--- config.mk ---
export PLATFORM = sky130hd
export DESIGN_NAME = jtag_byte_command_engine
export DESIGN_NICKNAME = d
export VERILOG_FILES = /design/src/design/jtag_pin_sync.v /design/src/design/jtag_rsp_buffer.v /design/src/design/jtag_byte_command_engine.v
export VERILOG_INCLUDE_DIRS = /design/src /design/src/design
export SDC_FILE = /design/constraint.sdc
export NUM_CORES = 1
export LEC_CHECK = 0
export BUFFER_PORTS_ARGS = -buffer_cell sky130_fd_sc_hd__buf_2
export CORE_MARGIN = 2
export CORE_UTILIZATION = 55
export DETAILED_ROUTE_END_ITERATION = 10
export HOLD_SLACK_MARGIN = 0.06
export PLACE_DENSITY = 0.86
export SETUP_SLACK_MARGIN = 0.3
export SYNTH_ARGS = -nofsm -noshare
export SYNTH_HDL_FRONTEND = slang
export SYNTH_HIERARCHICAL = 1
export SYNTH_SLANG_ARGS = --single-unit
--- constraint.sdc ---
create_clock -name I_CLK -period 1.85 [get_ports I_CLK]
set_input_delay 0.37 -clock I_CLK [delete_from_list [all_inputs] [get_ports I_CLK]]
set_output_delay 0.37 -clock I_CLK [all_outputs]
set_load 0.03 [all_outputs]
--- src/design/jtag_engine_consts.vh ---
// shared constants of the byte command engine: field positions,
// opcodes, sizes and reset levels.
// assumes inclusion by bare name from the engine's design files.
`ifndef JTAG_ENGINE_CONSTS_VH
`define JTAG_ENGINE_CONSTS_VH

// command byte layout
`define CMD_W           8
`define CMD_KIND_BIT    7
`define OPC_HI          7
`define OPC_LO          5
`define OPC_SCAN        3'h4
`define TMS_TDI_BIT     6
`define TMS_PAY_HI      5
`define TMS_MAX_BITS    3'h5

// scan opcode flag positions
`define SC_LAST_TMS_BIT 3
`define SC_CAP_BIT      2
`define SC_TDI_BIT      1
`define SC_FIX_BIT      0

// length byte layout
`define LEN_PACKED_BIT  7
`define LEN_HI          6

// counters
`define REM_W           8
`define CHUNK_W         4
`define BITS_PER_BYTE   4'h8
`define CAP_N_W         3
`define CAP_N_LAST      3'h7

// response buffer
`define BUF_DEPTH       2'h2

// pin levels after reset
`define TMS_RST         1'b0
`define TDI_RST         1'b0

`endif

--- src/design/jtag_pin_sync.v ---
// three-stage synchroniser with agreement filter for one pin.
// assumes the input is asynchronous to i_clk and slower than it.
`default_nettype none

module jtag_pin_sync
(
    input  wire i_clk,      // block clock
    input  wire i_rst,      // async reset, active high
    input  wire i_pin,      // raw pin level
    output reg  o_lvl_q     // filtered level
);

    reg s1_q;
    reg s2_q;
    reg s3_q;

    ////////////////////////////////////////////////////////////////////////
    // the first stage feeds only the second; a change is accepted
    // only once the last two stages agree, so one odd sample is ignored
    always @(posedge i_clk or posedge i_rst)
    begin
        if (i_rst)
        begin
            s1_q    <= 1'b0;
            s2_q    <= 1'b0;
            s3_q    <= 1'b0;
            o_lvl_q <= 1'b0;
        end
        else
        begin
            s1_q <= i_pin;
            s2_q <= s1_q;
            s3_q <= s2_q;
            if (s2_q == s3_q)
                o_lvl_q <= s3_q;
        end
    end

endmodule

`default_nettype wire

--- src/design/jtag_rsp_buffer.v ---
// two-entry buffer with valid/ready on both sides.
// assumes one clock; head entry is a flop so out data is registered.
`default_nettype none
`include "jtag_engine_consts.vh"

module jtag_rsp_buffer #(
    parameter W = 8
)
(
    input  wire         i_clk,       // block clock
    input  wire         i_rst,       // async reset, active high
    input  wire         i_in_valid,  // word offered
    output wire         o_in_ready,  // room for a word
    input  wire [W-1:0] i_in_data,   // offered word
    output wire         o_out_valid, // head word valid
    input  wire         i_out_ready, // sink takes head
    output wire [W-1:0] o_out_data   // head word
);

    reg [W-1:0] e0_q;
    reg [W-1:0] e1_q;
    reg [1:0]   cnt_q;
    wire        push;
    wire        pop;

    // honest full/empty from the occupancy count
    assign o_in_ready  = (cnt_q != `BUF_DEPTH);
    assign o_out_valid = (cnt_q != 2'h0);
    assign o_out_data  = e0_q;
    assign push        = i_in_valid && o_in_ready;
    assign pop         = o_out_valid && i_out_ready;

    ////////////////////////////////////////////////////////////////////////
    // head shifts forward on pop so the output never needs a mux
    always @(posedge i_clk or posedge i_rst)
    begin
        if (i_rst)
        begin
            e0_q  <= {W{1'b0}};
            e1_q  <= {W{1'b0}};
            cnt_q <= 2'h0;
        end
        else
        begin
            if (pop)
                e0_q <= e1_q;
            if (push)
            begin
                if (cnt_q == 2'h0 || (cnt_q == 2'h1 && pop))
                    e0_q <= i_in_data;
                else
                    e1_q <= i_in_data;
            end
            if (push && !pop)
                cnt_q <= cnt_q + 2'h1;
            else if (pop && !push)
                cnt_q <= cnt_q - 2'h1;
        end
    end

endmodule

`default_nettype wire

--- src/design/jtag_byte_command_engine.v ---
// byte command engine: decodes command bytes and drives a scan port.
// assumes i_tck is a free-running reference from outside; the block
// presents one bit per tck cycle and flags it on o_CYCLE_ACT so the
// port logic can gate tck while the engine waits for bytes.
//
// Overview of operation
// - bit7 clear: TMS packet, bit6 TDI
// - marker above payload sets TMS bit count
// - TDI held at bit6 through TMS packet
// - TMS bits sent LSB first, one per cycle
// - scan packet: opcode, length, up to sixteen data
// - top bits 100 start scan; low nibble subtype
// - opcode bit3 gives TMS on last cycle
// - earlier scan cycles drive TMS low
// - capture flag set: TDO sampled into responses
// - fixed-input flag: bit1 holds TDI level
// - bit0 fixed-input flag; else TDI from data
// - normal length: bits 6..0 plus one
// - normal length: data bytes unless fixed input
// - packed length byte ends two-byte packet
// - highest set bit 6..1 marks packed length
// - packed data bit0 drives first TDI cycle
// - packed with fixed input: length only
// - TMS packet one to five bits, no capture
// - data bytes LSB first, zero padded
// - TDO bytes packed, pushed, scan stalls when full
// - top bits 101/110/111 reserved, dropped
`default_nettype none
`include "jtag_engine_consts.vh"

module jtag_byte_command_engine
(
    input  wire              I_CLK,        // block clock, 125 MHz
    input  wire              I_SYS_RST,    // async reset, active high
    input  wire [`CMD_W-1:0] I_CMD_DATA,   // command fifo byte
    input  wire              I_CMD_VALID,  // command byte present
    output wire              O_CMD_READY,  // engine takes byte
    output wire [`CMD_W-1:0] O_RSP_DATA,   // captured tdo byte
    output wire              O_RSP_VALID,  // response byte present
    input  wire              I_RSP_READY,  // response fifo takes byte
    input  wire              I_TCK,        // scan clock reference
    input  wire              I_TDO,        // scan data from chain
    output reg               O_TMS,        // scan mode select
    output reg               O_TDI,        // scan data to chain
    output reg               O_CYCLE_ACT,  // this tck cycle carries a bit
    output wire              O_BUSY,       // packet in progress
    output reg               O_RSV_CMD     // reserved byte dropped, pulse
);

    // producer states
    localparam [1:0] S_OP   = 2'h0;
    localparam [1:0] S_LEN  = 2'h1;
    localparam [1:0] S_DATA = 2'h2;
    localparam [1:0] S_RUN  = 2'h3;

    ////////////////////////////////////////////////////////////////////////
    // index of highest set bit among 6..1, zero when none
    function [2:0] marker_pos;
        input [6:0] b;
        begin
            if (b[6])
                marker_pos = 3'h6;
            else if (b[5])
                marker_pos = 3'h5;
            else if (b[4])
                marker_pos = 3'h4;
            else if (b[3])
                marker_pos = 3'h3;
            else if (b[2])
                marker_pos = 3'h2;
            else if (b[1])
                marker_pos = 3'h1;
            else
                marker_pos = 3'h0;
        end
    endfunction

    ////////////////////////////////////////////////////////////////////////
    // pin synchronisers
    wire tck_lvl;
    wire tdo_lvl;
    reg  tck_prev_q;
    wire tck_rise;
    wire tck_fall;

    jtag_pin_sync u_tck_sync
    (
        .i_clk   (I_CLK),
        .i_rst   (I_SYS_RST),
        .i_pin   (I_TCK),
        .o_lvl_q (tck_lvl)
    );

    jtag_pin_sync u_tdo_sync
    (
        .i_clk   (I_CLK),
        .i_rst   (I_SYS_RST),
        .i_pin   (I_TDO),
        .o_lvl_q (tdo_lvl)
    );

    // edges of the filtered tck level
    assign tck_rise = tck_lvl && !tck_prev_q;
    assign tck_fall = !tck_lvl && tck_prev_q;

    ////////////////////////////////////////////////////////////////////////
    // producer state and its next values
    reg [1:0]          st_q;
    reg [1:0]          st_d;
    reg [`REM_W-1:0]   rem_q;
    reg [`REM_W-1:0]   rem_d;
    reg [`CHUNK_W-1:0] chunk_q;
    reg [`CHUNK_W-1:0] chunk_d;
    reg [`CMD_W-1:0]   src_q;
    reg [`CMD_W-1:0]   src_d;
    reg                tmsmode_q;
    reg                tmsmode_d;
    reg                last_tms_q;
    reg                last_tms_d;
    reg                cap_en_q;
    reg                cap_en_d;
    reg                tdi_val_q;
    reg                tdi_val_d;
    reg                fix_q;
    reg                fix_d;
    reg                rsv_d;
    reg                fill;
    reg [2:0]          pos;

    // next-bit slot, handed to the tck side
    reg nxt_v_q;
    reg nxt_tms_q;
    reg nxt_tdi_q;
    reg nxt_cap_q;
    reg nxt_last_q;
    reg bit_tms;
    reg bit_tdi;

    // active bit and tdo packing
    reg                 act_cap_q;
    reg                 act_last_q;
    reg [`CMD_W-1:0]    cap_q;
    reg [`CAP_N_W-1:0]  cap_n_q;
    reg                 rsp_pend_q;
    reg [`CMD_W-1:0]    rsp_byte_q;
    wire [`CMD_W-1:0]   tdo_word;
    wire [`CMD_W-1:0]   cap_full;
    wire                buf_ready;
    wire                take;
    wire                cmd_take;

    // bytes are taken in order, only while the producer is not in S_RUN
    assign O_CMD_READY = (st_q != S_RUN);
    assign cmd_take    = I_CMD_VALID && O_CMD_READY;
    // a new bit may go out only while no response byte is waiting
    assign take        = tck_fall && nxt_v_q && !rsp_pend_q;
    assign O_BUSY      = (st_q != S_OP) || nxt_v_q || O_CYCLE_ACT
                         || rsp_pend_q;

    ////////////////////////////////////////////////////////////////////////
    // levels for the bit about to be queued
    always @*
    begin
        if (tmsmode_q)
        begin
            bit_tms = src_q[0];
            bit_tdi = tdi_val_q;
        end
        else
        begin
            // earlier cycles low, last cycle from opcode
            bit_tms = (rem_q == 8'h01) ? last_tms_q : 1'b0;
            // fixed level or data bit, lsb first
            bit_tdi = fix_q ? tdi_val_q : src_q[0];
        end
    end

    ////////////////////////////////////////////////////////////////////////
    // command decode and bit producer
    always @*
    begin
        st_d       = st_q;
        rem_d      = rem_q;
        chunk_d    = chunk_q;
        src_d      = src_q;
        tmsmode_d  = tmsmode_q;
        last_tms_d = last_tms_q;
        cap_en_d   = cap_en_q;
        tdi_val_d  = tdi_val_q;
        fix_d      = fix_q;
        rsv_d      = 1'b0;
        fill       = 1'b0;
        pos        = 3'h0;
        case (st_q)
            S_OP:
            begin
                if (cmd_take)
                begin
                    if (!I_CMD_DATA[`CMD_KIND_BIT])
                    begin
                        // marker above payload gives the bit count
                        pos = marker_pos({1'b0, I_CMD_DATA[`TMS_PAY_HI:0]});
                        if (pos != 3'h0 && pos <= `TMS_MAX_BITS)
                        begin
                            tmsmode_d = 1'b1;
                            tdi_val_d = I_CMD_DATA[`TMS_TDI_BIT];
                            src_d     = I_CMD_DATA;
                            rem_d     = {5'h00, pos};
                            chunk_d   = {1'b0, pos};
                            st_d      = S_RUN;
                        end
                    end
                    else if (I_CMD_DATA[`OPC_HI:`OPC_LO] == `OPC_SCAN)
                    begin
                        tmsmode_d  = 1'b0;
                        last_tms_d = I_CMD_DATA[`SC_LAST_TMS_BIT];
                        cap_en_d   = I_CMD_DATA[`SC_CAP_BIT];
                        tdi_val_d  = I_CMD_DATA[`SC_TDI_BIT];
                        fix_d      = I_CMD_DATA[`SC_FIX_BIT];
                        st_d       = S_LEN;
                    end
                    else
                    begin
                        rsv_d = 1'b1;
                    end
                end
            end
            S_LEN:
            begin
                if (cmd_take)
                begin
                    if (!I_CMD_DATA[`LEN_PACKED_BIT])
                    begin
                        // normal format: field holds length minus one
                        rem_d   = {1'b0, I_CMD_DATA[`LEN_HI:0]} + 8'h01;
                        chunk_d = `BITS_PER_BYTE;
                        st_d    = fix_q ? S_RUN : S_DATA;
                    end
                    else
                    begin
                        // packed: marker gives length, data below it
                        pos = marker_pos(I_CMD_DATA[`LEN_HI:0]);
                        if (pos == 3'h0)
                        begin
                            st_d = S_OP;
                        end
                        else
                        begin
                            src_d   = I_CMD_DATA;
                            rem_d   = {5'h00, pos};
                            chunk_d = {1'b0, pos};
                            st_d    = S_RUN;
                        end
                    end
                end
            end
            S_DATA:
            begin
                if (cmd_take)
                begin
                    // lsb of each data byte goes first
                    src_d   = I_CMD_DATA;
                    chunk_d = `BITS_PER_BYTE;
                    st_d    = S_RUN;
                end
            end
            S_RUN:
            begin
                if (!nxt_v_q)
                begin
                    fill    = 1'b1;
                    src_d   = src_q >> 1;
                    rem_d   = rem_q - 8'h01;
                    chunk_d = chunk_q - 4'h1;
                    if (rem_q == 8'h01)
                        st_d = S_OP;
                    else if (chunk_q == 4'h1 && !fix_q && !tmsmode_q)
                        st_d = S_DATA;
                end
            end
            default:
            begin
                st_d = S_OP;
            end
        endcase
    end

    ////////////////////////////////////////////////////////////////////////
    // producer registers
    always @(posedge I_CLK or posedge I_SYS_RST)
    begin
        if (I_SYS_RST)
        begin
            st_q       <= S_OP;
            rem_q      <= 8'h00;
            chunk_q    <= 4'h0;
            src_q      <= 8'h00;
            tmsmode_q  <= 1'b0;
            last_tms_q <= 1'b0;
            cap_en_q   <= 1'b0;
            tdi_val_q  <= 1'b0;
            fix_q      <= 1'b0;
            O_RSV_CMD  <= 1'b0;
        end
        else
        begin
            st_q       <= st_d;
            rem_q      <= rem_d;
            chunk_q    <= chunk_d;
            src_q      <= src_d;
            tmsmode_q  <= tmsmode_d;
            last_tms_q <= last_tms_d;
            cap_en_q   <= cap_en_d;
            tdi_val_q  <= tdi_val_d;
            fix_q      <= fix_d;
            O_RSV_CMD  <= rsv_d;
        end
    end

    ////////////////////////////////////////////////////////////////////////
    // next-bit slot: filled by the producer, emptied at a tck fall.
    // the slot is refilled within a few clocks, far inside one tck
    // period, so bits of one packet and the next stay back to back
    always @(posedge I_CLK or posedge I_SYS_RST)
    begin
        if (I_SYS_RST)
        begin
            nxt_v_q    <= 1'b0;
            nxt_tms_q  <= 1'b0;
            nxt_tdi_q  <= 1'b0;
            nxt_cap_q  <= 1'b0;
            nxt_last_q <= 1'b0;
        end
        else if (fill)
        begin
            nxt_v_q    <= 1'b1;
            nxt_tms_q  <= bit_tms;
            nxt_tdi_q  <= bit_tdi;
            nxt_cap_q  <= cap_en_q && !tmsmode_q;
            nxt_last_q <= (rem_q == 8'h01);
        end
        else if (take)
        begin
            nxt_v_q <= 1'b0;
        end
    end

    ////////////////////////////////////////////////////////////////////////
    // pin drive: new levels change on the falling edge so the chain
    // samples them stable on the rising edge; idle cycles hold levels
    always @(posedge I_CLK or posedge I_SYS_RST)
    begin
        if (I_SYS_RST)
        begin
            tck_prev_q  <= 1'b0;
            O_TMS       <= `TMS_RST;
            O_TDI       <= `TDI_RST;
            O_CYCLE_ACT <= 1'b0;
            act_cap_q   <= 1'b0;
            act_last_q  <= 1'b0;
        end
        else
        begin
            tck_prev_q <= tck_lvl;
            if (take)
            begin
                O_TMS       <= nxt_tms_q;
                O_TDI       <= nxt_tdi_q;
                O_CYCLE_ACT <= 1'b1;
                act_cap_q   <= nxt_cap_q;
                act_last_q  <= nxt_last_q;
            end
            else if (tck_fall)
            begin
                // no bit ready or a response byte waiting: stall, flagged for tck gating
                O_CYCLE_ACT <= 1'b0;
                act_cap_q   <= 1'b0;
                act_last_q  <= 1'b0;
            end
        end
    end

    ////////////////////////////////////////////////////////////////////////
    // tdo packing: bit n of the scan lands in bit n mod 8, upper bits
    // of a short last byte stay zero
    assign tdo_word = {{(`CMD_W-1){1'b0}}, tdo_lvl} << cap_n_q;
    assign cap_full = cap_q | tdo_word;

    always @(posedge I_CLK or posedge I_SYS_RST)
    begin
        if (I_SYS_RST)
        begin
            cap_q      <= 8'h00;
            cap_n_q    <= 3'h0;
            rsp_pend_q <= 1'b0;
            rsp_byte_q <= 8'h00;
        end
        else
        begin
            if (tck_rise && O_CYCLE_ACT && act_cap_q)
            begin
                if (cap_n_q == `CAP_N_LAST || act_last_q)
                begin
                    rsp_pend_q <= 1'b1;
                    rsp_byte_q <= cap_full;
                    cap_q      <= 8'h00;
                    cap_n_q    <= 3'h0;
                end
                else
                begin
                    cap_q   <= cap_full;
                    cap_n_q <= cap_n_q + 3'h1;
                end
            end
            else if (rsp_pend_q && buf_ready)
            begin
                rsp_pend_q <= 1'b0;
            end
        end
    end

    ////////////////////////////////////////////////////////////////////////
    // response buffer: absorbs a short receiver stall; when it fills
    // the pending byte holds and the scan waits
    jtag_rsp_buffer #(
        .W (`CMD_W)
    ) u_rsp_buf
    (
        .i_clk       (I_CLK),
        .i_rst       (I_SYS_RST),
        .i_in_valid  (rsp_pend_q),
        .o_in_ready  (buf_ready),
        .i_in_data   (rsp_byte_q),
        .o_out_valid (O_RSP_VALID),
        .i_out_ready (I_RSP_READY),
        .o_out_data  (O_RSP_DATA)
    );

endmodule

`default_nettype wire

Yosys cells after proc, flatten, opt, wreduce, memory -nomap -nowiden. Cells that the tools add are included.

Add/subtract/negate cells: 6. Multiply operators: 0. Divide/modulo/power cells: 0. Magnitude comparators: 1. Eq/ne operators: 26. Shifts and indexed selects: 1. Mux-type cells: 83. Bitwise gates (word level): 2. Reduce and logical (&&, ||, !) cells: 49.

Operators with widths (number): $mux W8 (19); $mux W3 (11); $mux W4 (8); $pmux W8 S4 (1); $mux W2 (14); $mux W1 (27); $pmux W8 S3 (1); $reduce_and A7 Y1 (3); $ne A2 B2 Y1 const B (10); $logic_and A1 B1 Y1 (16); $pmux W4 S4 (1); $reduce_bool A2 Y1 (7); $ne A3 B3 Y1 const B (4); $add A7 B1 Y8 const B (1); $eq A8 B1 Y1 const B (1); $or A8 B8 Y8 (1); $pmux W2 S4 (1); $reduce_and A4 Y1 (2); $reduce_and A8 Y1 (1); $shl A1 B3 Y8 (1); $sub A8 B1 Y8 const B (1); $logic_not A1 Y1 (7); $eq A3 B3 Y1 const B (2); $reduce_and A2 Y1 (3); 15 further kinds (25).

Flip-flop bits (word level): 85. Bits in latches: 0. Bits in writable memories: 0. ROM bits: 0. Bits of input ports: 14. Output and inout bits: 15. Logic and storage cells: 204. Memories: 0.

Longest topological paths before layout.
Word-level depth: 14. Mapped depth: 8. Gate-level depth less buffers: 7.

Hierarchy. The synthesis kept the hierarchy.

By module, submodules not included: jtag_byte_command_engine (times used 1, cells each 352, area an instance 3191.8 um^2, sequential area each 1476.4 um^2); jtag_rsp_buffer (times used 1, cells each 62, area an instance 924.6 um^2, sequential area each 450.4 um^2); jtag_pin_sync (times used 2, cells each 6, area an instance 115.1 um^2, sequential area each 100.1 um^2).

Worst setup path after synthesis. OpenSTA, ideal clock, no wires.

Kind: input port to flip-flop. From: input I_CMD_DATA[5]. To: register chunk_q[3]. Library setup time: 0.126 ns. Data arrival time: 1.810 ns. Data required time: 1.724 ns. Slack: -0.086 ns. Stages on the path: 6. Buffers on the path: 1. Path through: buf_4 -> or4_4 -> or4_4 -> o311a_4 -> nor2_1 -> a21oi_1.

Word-level cells in the longest chain between the ends: 8. Elaborated cells on any way between the ends: 15. Classes of those cells: order compare (1); eq/ne (2); mux (8); reduce/logical (4).

Ends and longest elaborated chain: start: declaration (line jtag_byte_command_engine.v:35) `` input wire [`CMD_W-1:0] I_CMD_DATA, ``; $mux W3 (*) (line jtag_byte_command_engine.v:63) `else if (b[5])`; $mux W3 (on tied branches) (line jtag_byte_command_engine.v:199, jtag_byte_command_engine.v:61); $mux W3 (on tied branches) (line jtag_byte_command_engine.v:197, jtag_byte_command_engine.v:232); $mux W3 (on tied branches) (line jtag_byte_command_engine.v:194, jtag_byte_command_engine.v:230); $le A3 B3 Y1 (no line) (tied with other cells); $logic_and A1 B1 Y1 (no line) or $logic_not A3 Y1 (tied branches); $ne A2 B2 Y1 (no line) or $ne A3 B3 Y1 (tied branches); $reduce_and A7 Y1 (no line) (*); end signal: assignment (line jtag_byte_command_engine.v:309) `chunk_q <= chunk_d;`; end: declaration (line jtag_byte_command_engine.v:112) `` reg [`CHUNK_W-1:0] chunk_q; ``.

Mark *: on every way between the ends. The rest lies on a longest branch, timed or not. The select of a mux whose other input is x is not followed. A chain may end at the register's enable or synchronous reset.

Worst setup path in the final report.
From: register st_q[0]. To: register rem_q[5].

Word-level cells in the longest chain between the ends: 4. Elaborated cells on any way between the ends: 14. Classes of those cells: eq/ne (9); mux (1); reduce/logical (4).

Ends and longest elaborated chain: start: declaration (line jtag_byte_command_engine.v:108) `reg [1:0] st_q;`; start signal: assignment (line jtag_byte_command_engine.v:307) `st_q <= st_d;`; $ne A2 B2 Y1 (line jtag_byte_command_engine.v:153) `assign O_CMD_READY = (st_q != S_RUN);`; $logic_and A1 B1 Y1 (line jtag_byte_command_engine.v:154) `assign cmd_take = I_CMD_VALID && O_CMD_READY;`; $ne A2 B2 Y1 (no line); $reduce_and A7 Y1 (no line); end signal: assignment (line jtag_byte_command_engine.v:308) `rem_q <= rem_d;`; end: declaration (line jtag_byte_command_engine.v:110) `` reg [`REM_W-1:0] rem_q; ``.

Several ways; a longest one is shown, not always the timed one.

==> key figures <==
Outcome
  • Status: complete, no violations

Clock tree
  • Root Buffer: clkbuf_8
  • CTS tree: built
  • Clk sink count: 85
  • Worst-path clk slew: 90 ps
  • Clk buf depth: 2
  • Clk_lat worst skew: 360 ps
  • Htree depth: 3
  • Number of CTS-inserted buffers: 9

Finish
  • Commonest non-fill, non-tap cell in the layout: dfrtp_1
  • Final core occ: 0.719
  • Antenna Cells: 0
  • Fillers: 520
  • Share of layout cells above drive strength 1: 0.391
  • Synth-to-Final Area Change: 27.1%
  • Most frequent cells in the layout: dfrtp_1 (80), buf_4 (44), nor2_1 (35), a21oi_1 (35), nand2_1 (32)
  • Total Nets Final: 526
  • Design Area, Final: 5530 sq um

Logic synthesis
  • Avg Inst Size Synth: 10.2 sq um
  • Number of flops mapped to enable cells by yosys: 0
  • Register area share after synthesis: 0.489
  • Asr flop ratio synth: 1.00
  • Cell Area, Synth: 4350 sq um
  • Number of synthesized register bits: 85
  • Syn Inst Count: 426
  • Synth Flop Type: dfrtp_1
  • Syn Nets: 450
  • Netlist cell types: 53
  • Warnings, synthesis: 6

Die
  • Core Region: 7690 sq um
  • Num rows: 32
  • Die Span X: 92.9 um
  • Die area: 8630 sq um
  • Initial core utilization: 0.565
  • Boundary pin count: 29
  • Die height: 92.9 um

Critical path
  • Setup crit end kind: flop
  • Req. time, crit path: 2140 ps
  • Crit Path Max Fanout: 8
  • WS Path Type: flop to flop
  • Worst Setup Start Kind: flop
  • Worst path arrival time: 1920 ps

Power
  • PD cells: 1260 nW/um^2
  • NetSw: 2.70 mW
  • Sequential share of power: 0.362
  • Leakage power: 2.61 nW
  • Internal: 4.25 mW
  • Clock share of power: 0.176
  • Sw frac: 0.388
  • Maximum ir drop on the vdd rail: 895 uV
  • Gate power share: 0.461
  • Power, Total: 6.94 mW

Global routing
  • First-pass GRT wire length: 17200 um
  • Initial antenna violation count: 0
  • Largest net degree at the start of global routing: 31
  • Vias in the first global route: 3651
  • Total global routing overflow: 0
  • Overall Global Routing Usage: 0.253

Timing
  • Final-report setup violation count: 0
  • Clk_skew: 13.5 ps
  • Max-slew violations: 0
  • Tmin final: 1630 ps
  • Final hold vios: 0
  • Setup ws final: 220 ps
  • RSZ-0062 raised after global routing: yes
  • Slew HR: 0.532
  • Fin crit share: 0.881
  • Least-Margin Pin Slew: 701 ps
  • Max Clk Rate: 614 MHz

Placement
  • Place WS: -136 ps
  • PortBufs: 28
  • Placed Area: 4820 sq um
  • RD Place Congestion: 0.953
  • Dpl hpwl: 6990 um

Drt
  • Total number of vias: 3649
  • Final WL: 11000 um
  • Via density: 5.99
  • First drt pass iteration count: 5
  • Initial drt markers: 243
  • Post-route ant nets: 0
  • DRC: 0
  • Wire length per cell: 18.0 um

Job
  • Max-Cap Viols: 0

Worst hold path
  • HP Class: input pin to flop
synthesized netlist by cell type (3+ instances only):
library cell	number	area (sq um)
xor2_1	7	61.3
ha_1	10	125
a21o_1	5	37.5
nor2_1	43	161
mux2_2	15	169
a22oi_1	3	22.5
nor3_1	6	30.0
a211o_1	3	26.3
mux2i_1	9	90.1
and3_1	3	18.8
or2_2	4	25.0
xnor2_1	3	26.3
mux2_4	14	210
buf_4	3	22.5
nor4_1	6	37.5
nand2b_1	6	37.5
clkbuf_1	12	45.0
dfrtp_1	85	2130
inv_1	17	63.8
a21oi_1	37	185
a41oi_1	3	26.3
nor2b_1	9	56.3
nand2_1	36	135
a31oi_1	8	50.1
nand3_1	5	25.0
o21ai_0	33	165
power groups by stage:
stage               Sequential, mW  Clock [mW]  Combinational, mW
global route                  2.56        1.32               3.47
floorplan                     2.48           0               1.67
detailed placement            2.51           0               2.32
CTS                           2.48        1.24               2.84
global placement              2.50           0               2.23
finish                        2.52        1.22               3.20
logic make-up after synthesis:
family          count (synthesis)  share of synthesized area
mux                            38                      0.108
compound gates                110                      0.157
simple gates                  133                      0.152
xor+xnor                       10                     0.0202
flops                          85                      0.489
fa+ha+maj                      12                     0.0340
buf+inv                        38                     0.0394
worst paths after layout:
check / from / end / slack [ps] / depth (start not counted)
max: st_q[0]$_DFFE_PP0P_ / rem_q[5]$_DFFE_PP0P_ / 220 / 8
min: I_TDO / u_tdo_sync/s1_q$_DFF_PP0_ / 110 / 1
max reg2reg: st_q[0]$_DFFE_PP0P_ / rem_q[5]$_DFFE_PP0P_ / 220 / 8
min reg2reg: u_tdo_sync/s1_q$_DFF_PP0_ / u_tdo_sync/s2_q$_DFF_PP0_ / 350 / 0
max in group asynchronous: I_SYS_RST / st_q[0]$_DFFE_PP0P_ / 600 / 4
min in group asynchronous: I_SYS_RST / u_tdo_sync/s2_q$_DFF_PP0_ / 470 / 3
worst max-delay path, stage by stage, from the launching register on:
cell and delay, ps:
dfrtp_2 440, buf_12 140, nand2b_4 140, nor2b_4 130, a22oi_2 260, buf_6 190
buf_6 110, o21ai_2 50, o21ai_1 90
state kept, by name, indices dropped and copies added, names as in the netlist, 2 cells and up:
name                  flops
cap_q                     8
rem_q                     8
rsp_byte_q                8
src_q                     8
u_rsp_buf/e1_q            8
u_rsp_buf/o_out_data      8
chunk_q                   4
cap_n_q                   3
st_q                      2
u_rsp_buf/cnt_q           2
stage by stage:
step                      hold WS, ps  setup TNS [ps]  cells
after global placement            299            -477    567
after detailed placement          311           -1070    567
after floorplan                   136            -244    426
after CTS                         113               0    600
final                             114               0    609
after global routing              106               0    609
timing repair:
action                     in CTS  in global routing
gates cloned                    1                  0
setup endpoints to repair      35                 60
hold endpoints to repair        8                  0
resized for setup              42                 39
hold buffers                    1                  0
pin swaps                       8                 12
setup buffers                  15                  9
metal layers:
metal,track usage,up-vias,routed length (um)
met2,0.428,157,5520
li1,-,1667,-
met1,0.310,1774,4360
met5,0,-,0
met3,0.0553,51,628
met4,0.116,0,453
final cells by class:
class	instances	area (sq um)	area share
Clock inverter	7	56.3	0.0102
Inverter	17	67.6	0.0122
Tap cell	102	128	0.0231
Timing Repair Buffer	85	673	0.122
Multi-Input combinational cell	304	2340	0.424
Clock buffer	9	124	0.0224
Sequential cell	85	2130	0.386
Note: power is estimated with default switching activity, not from simulation.
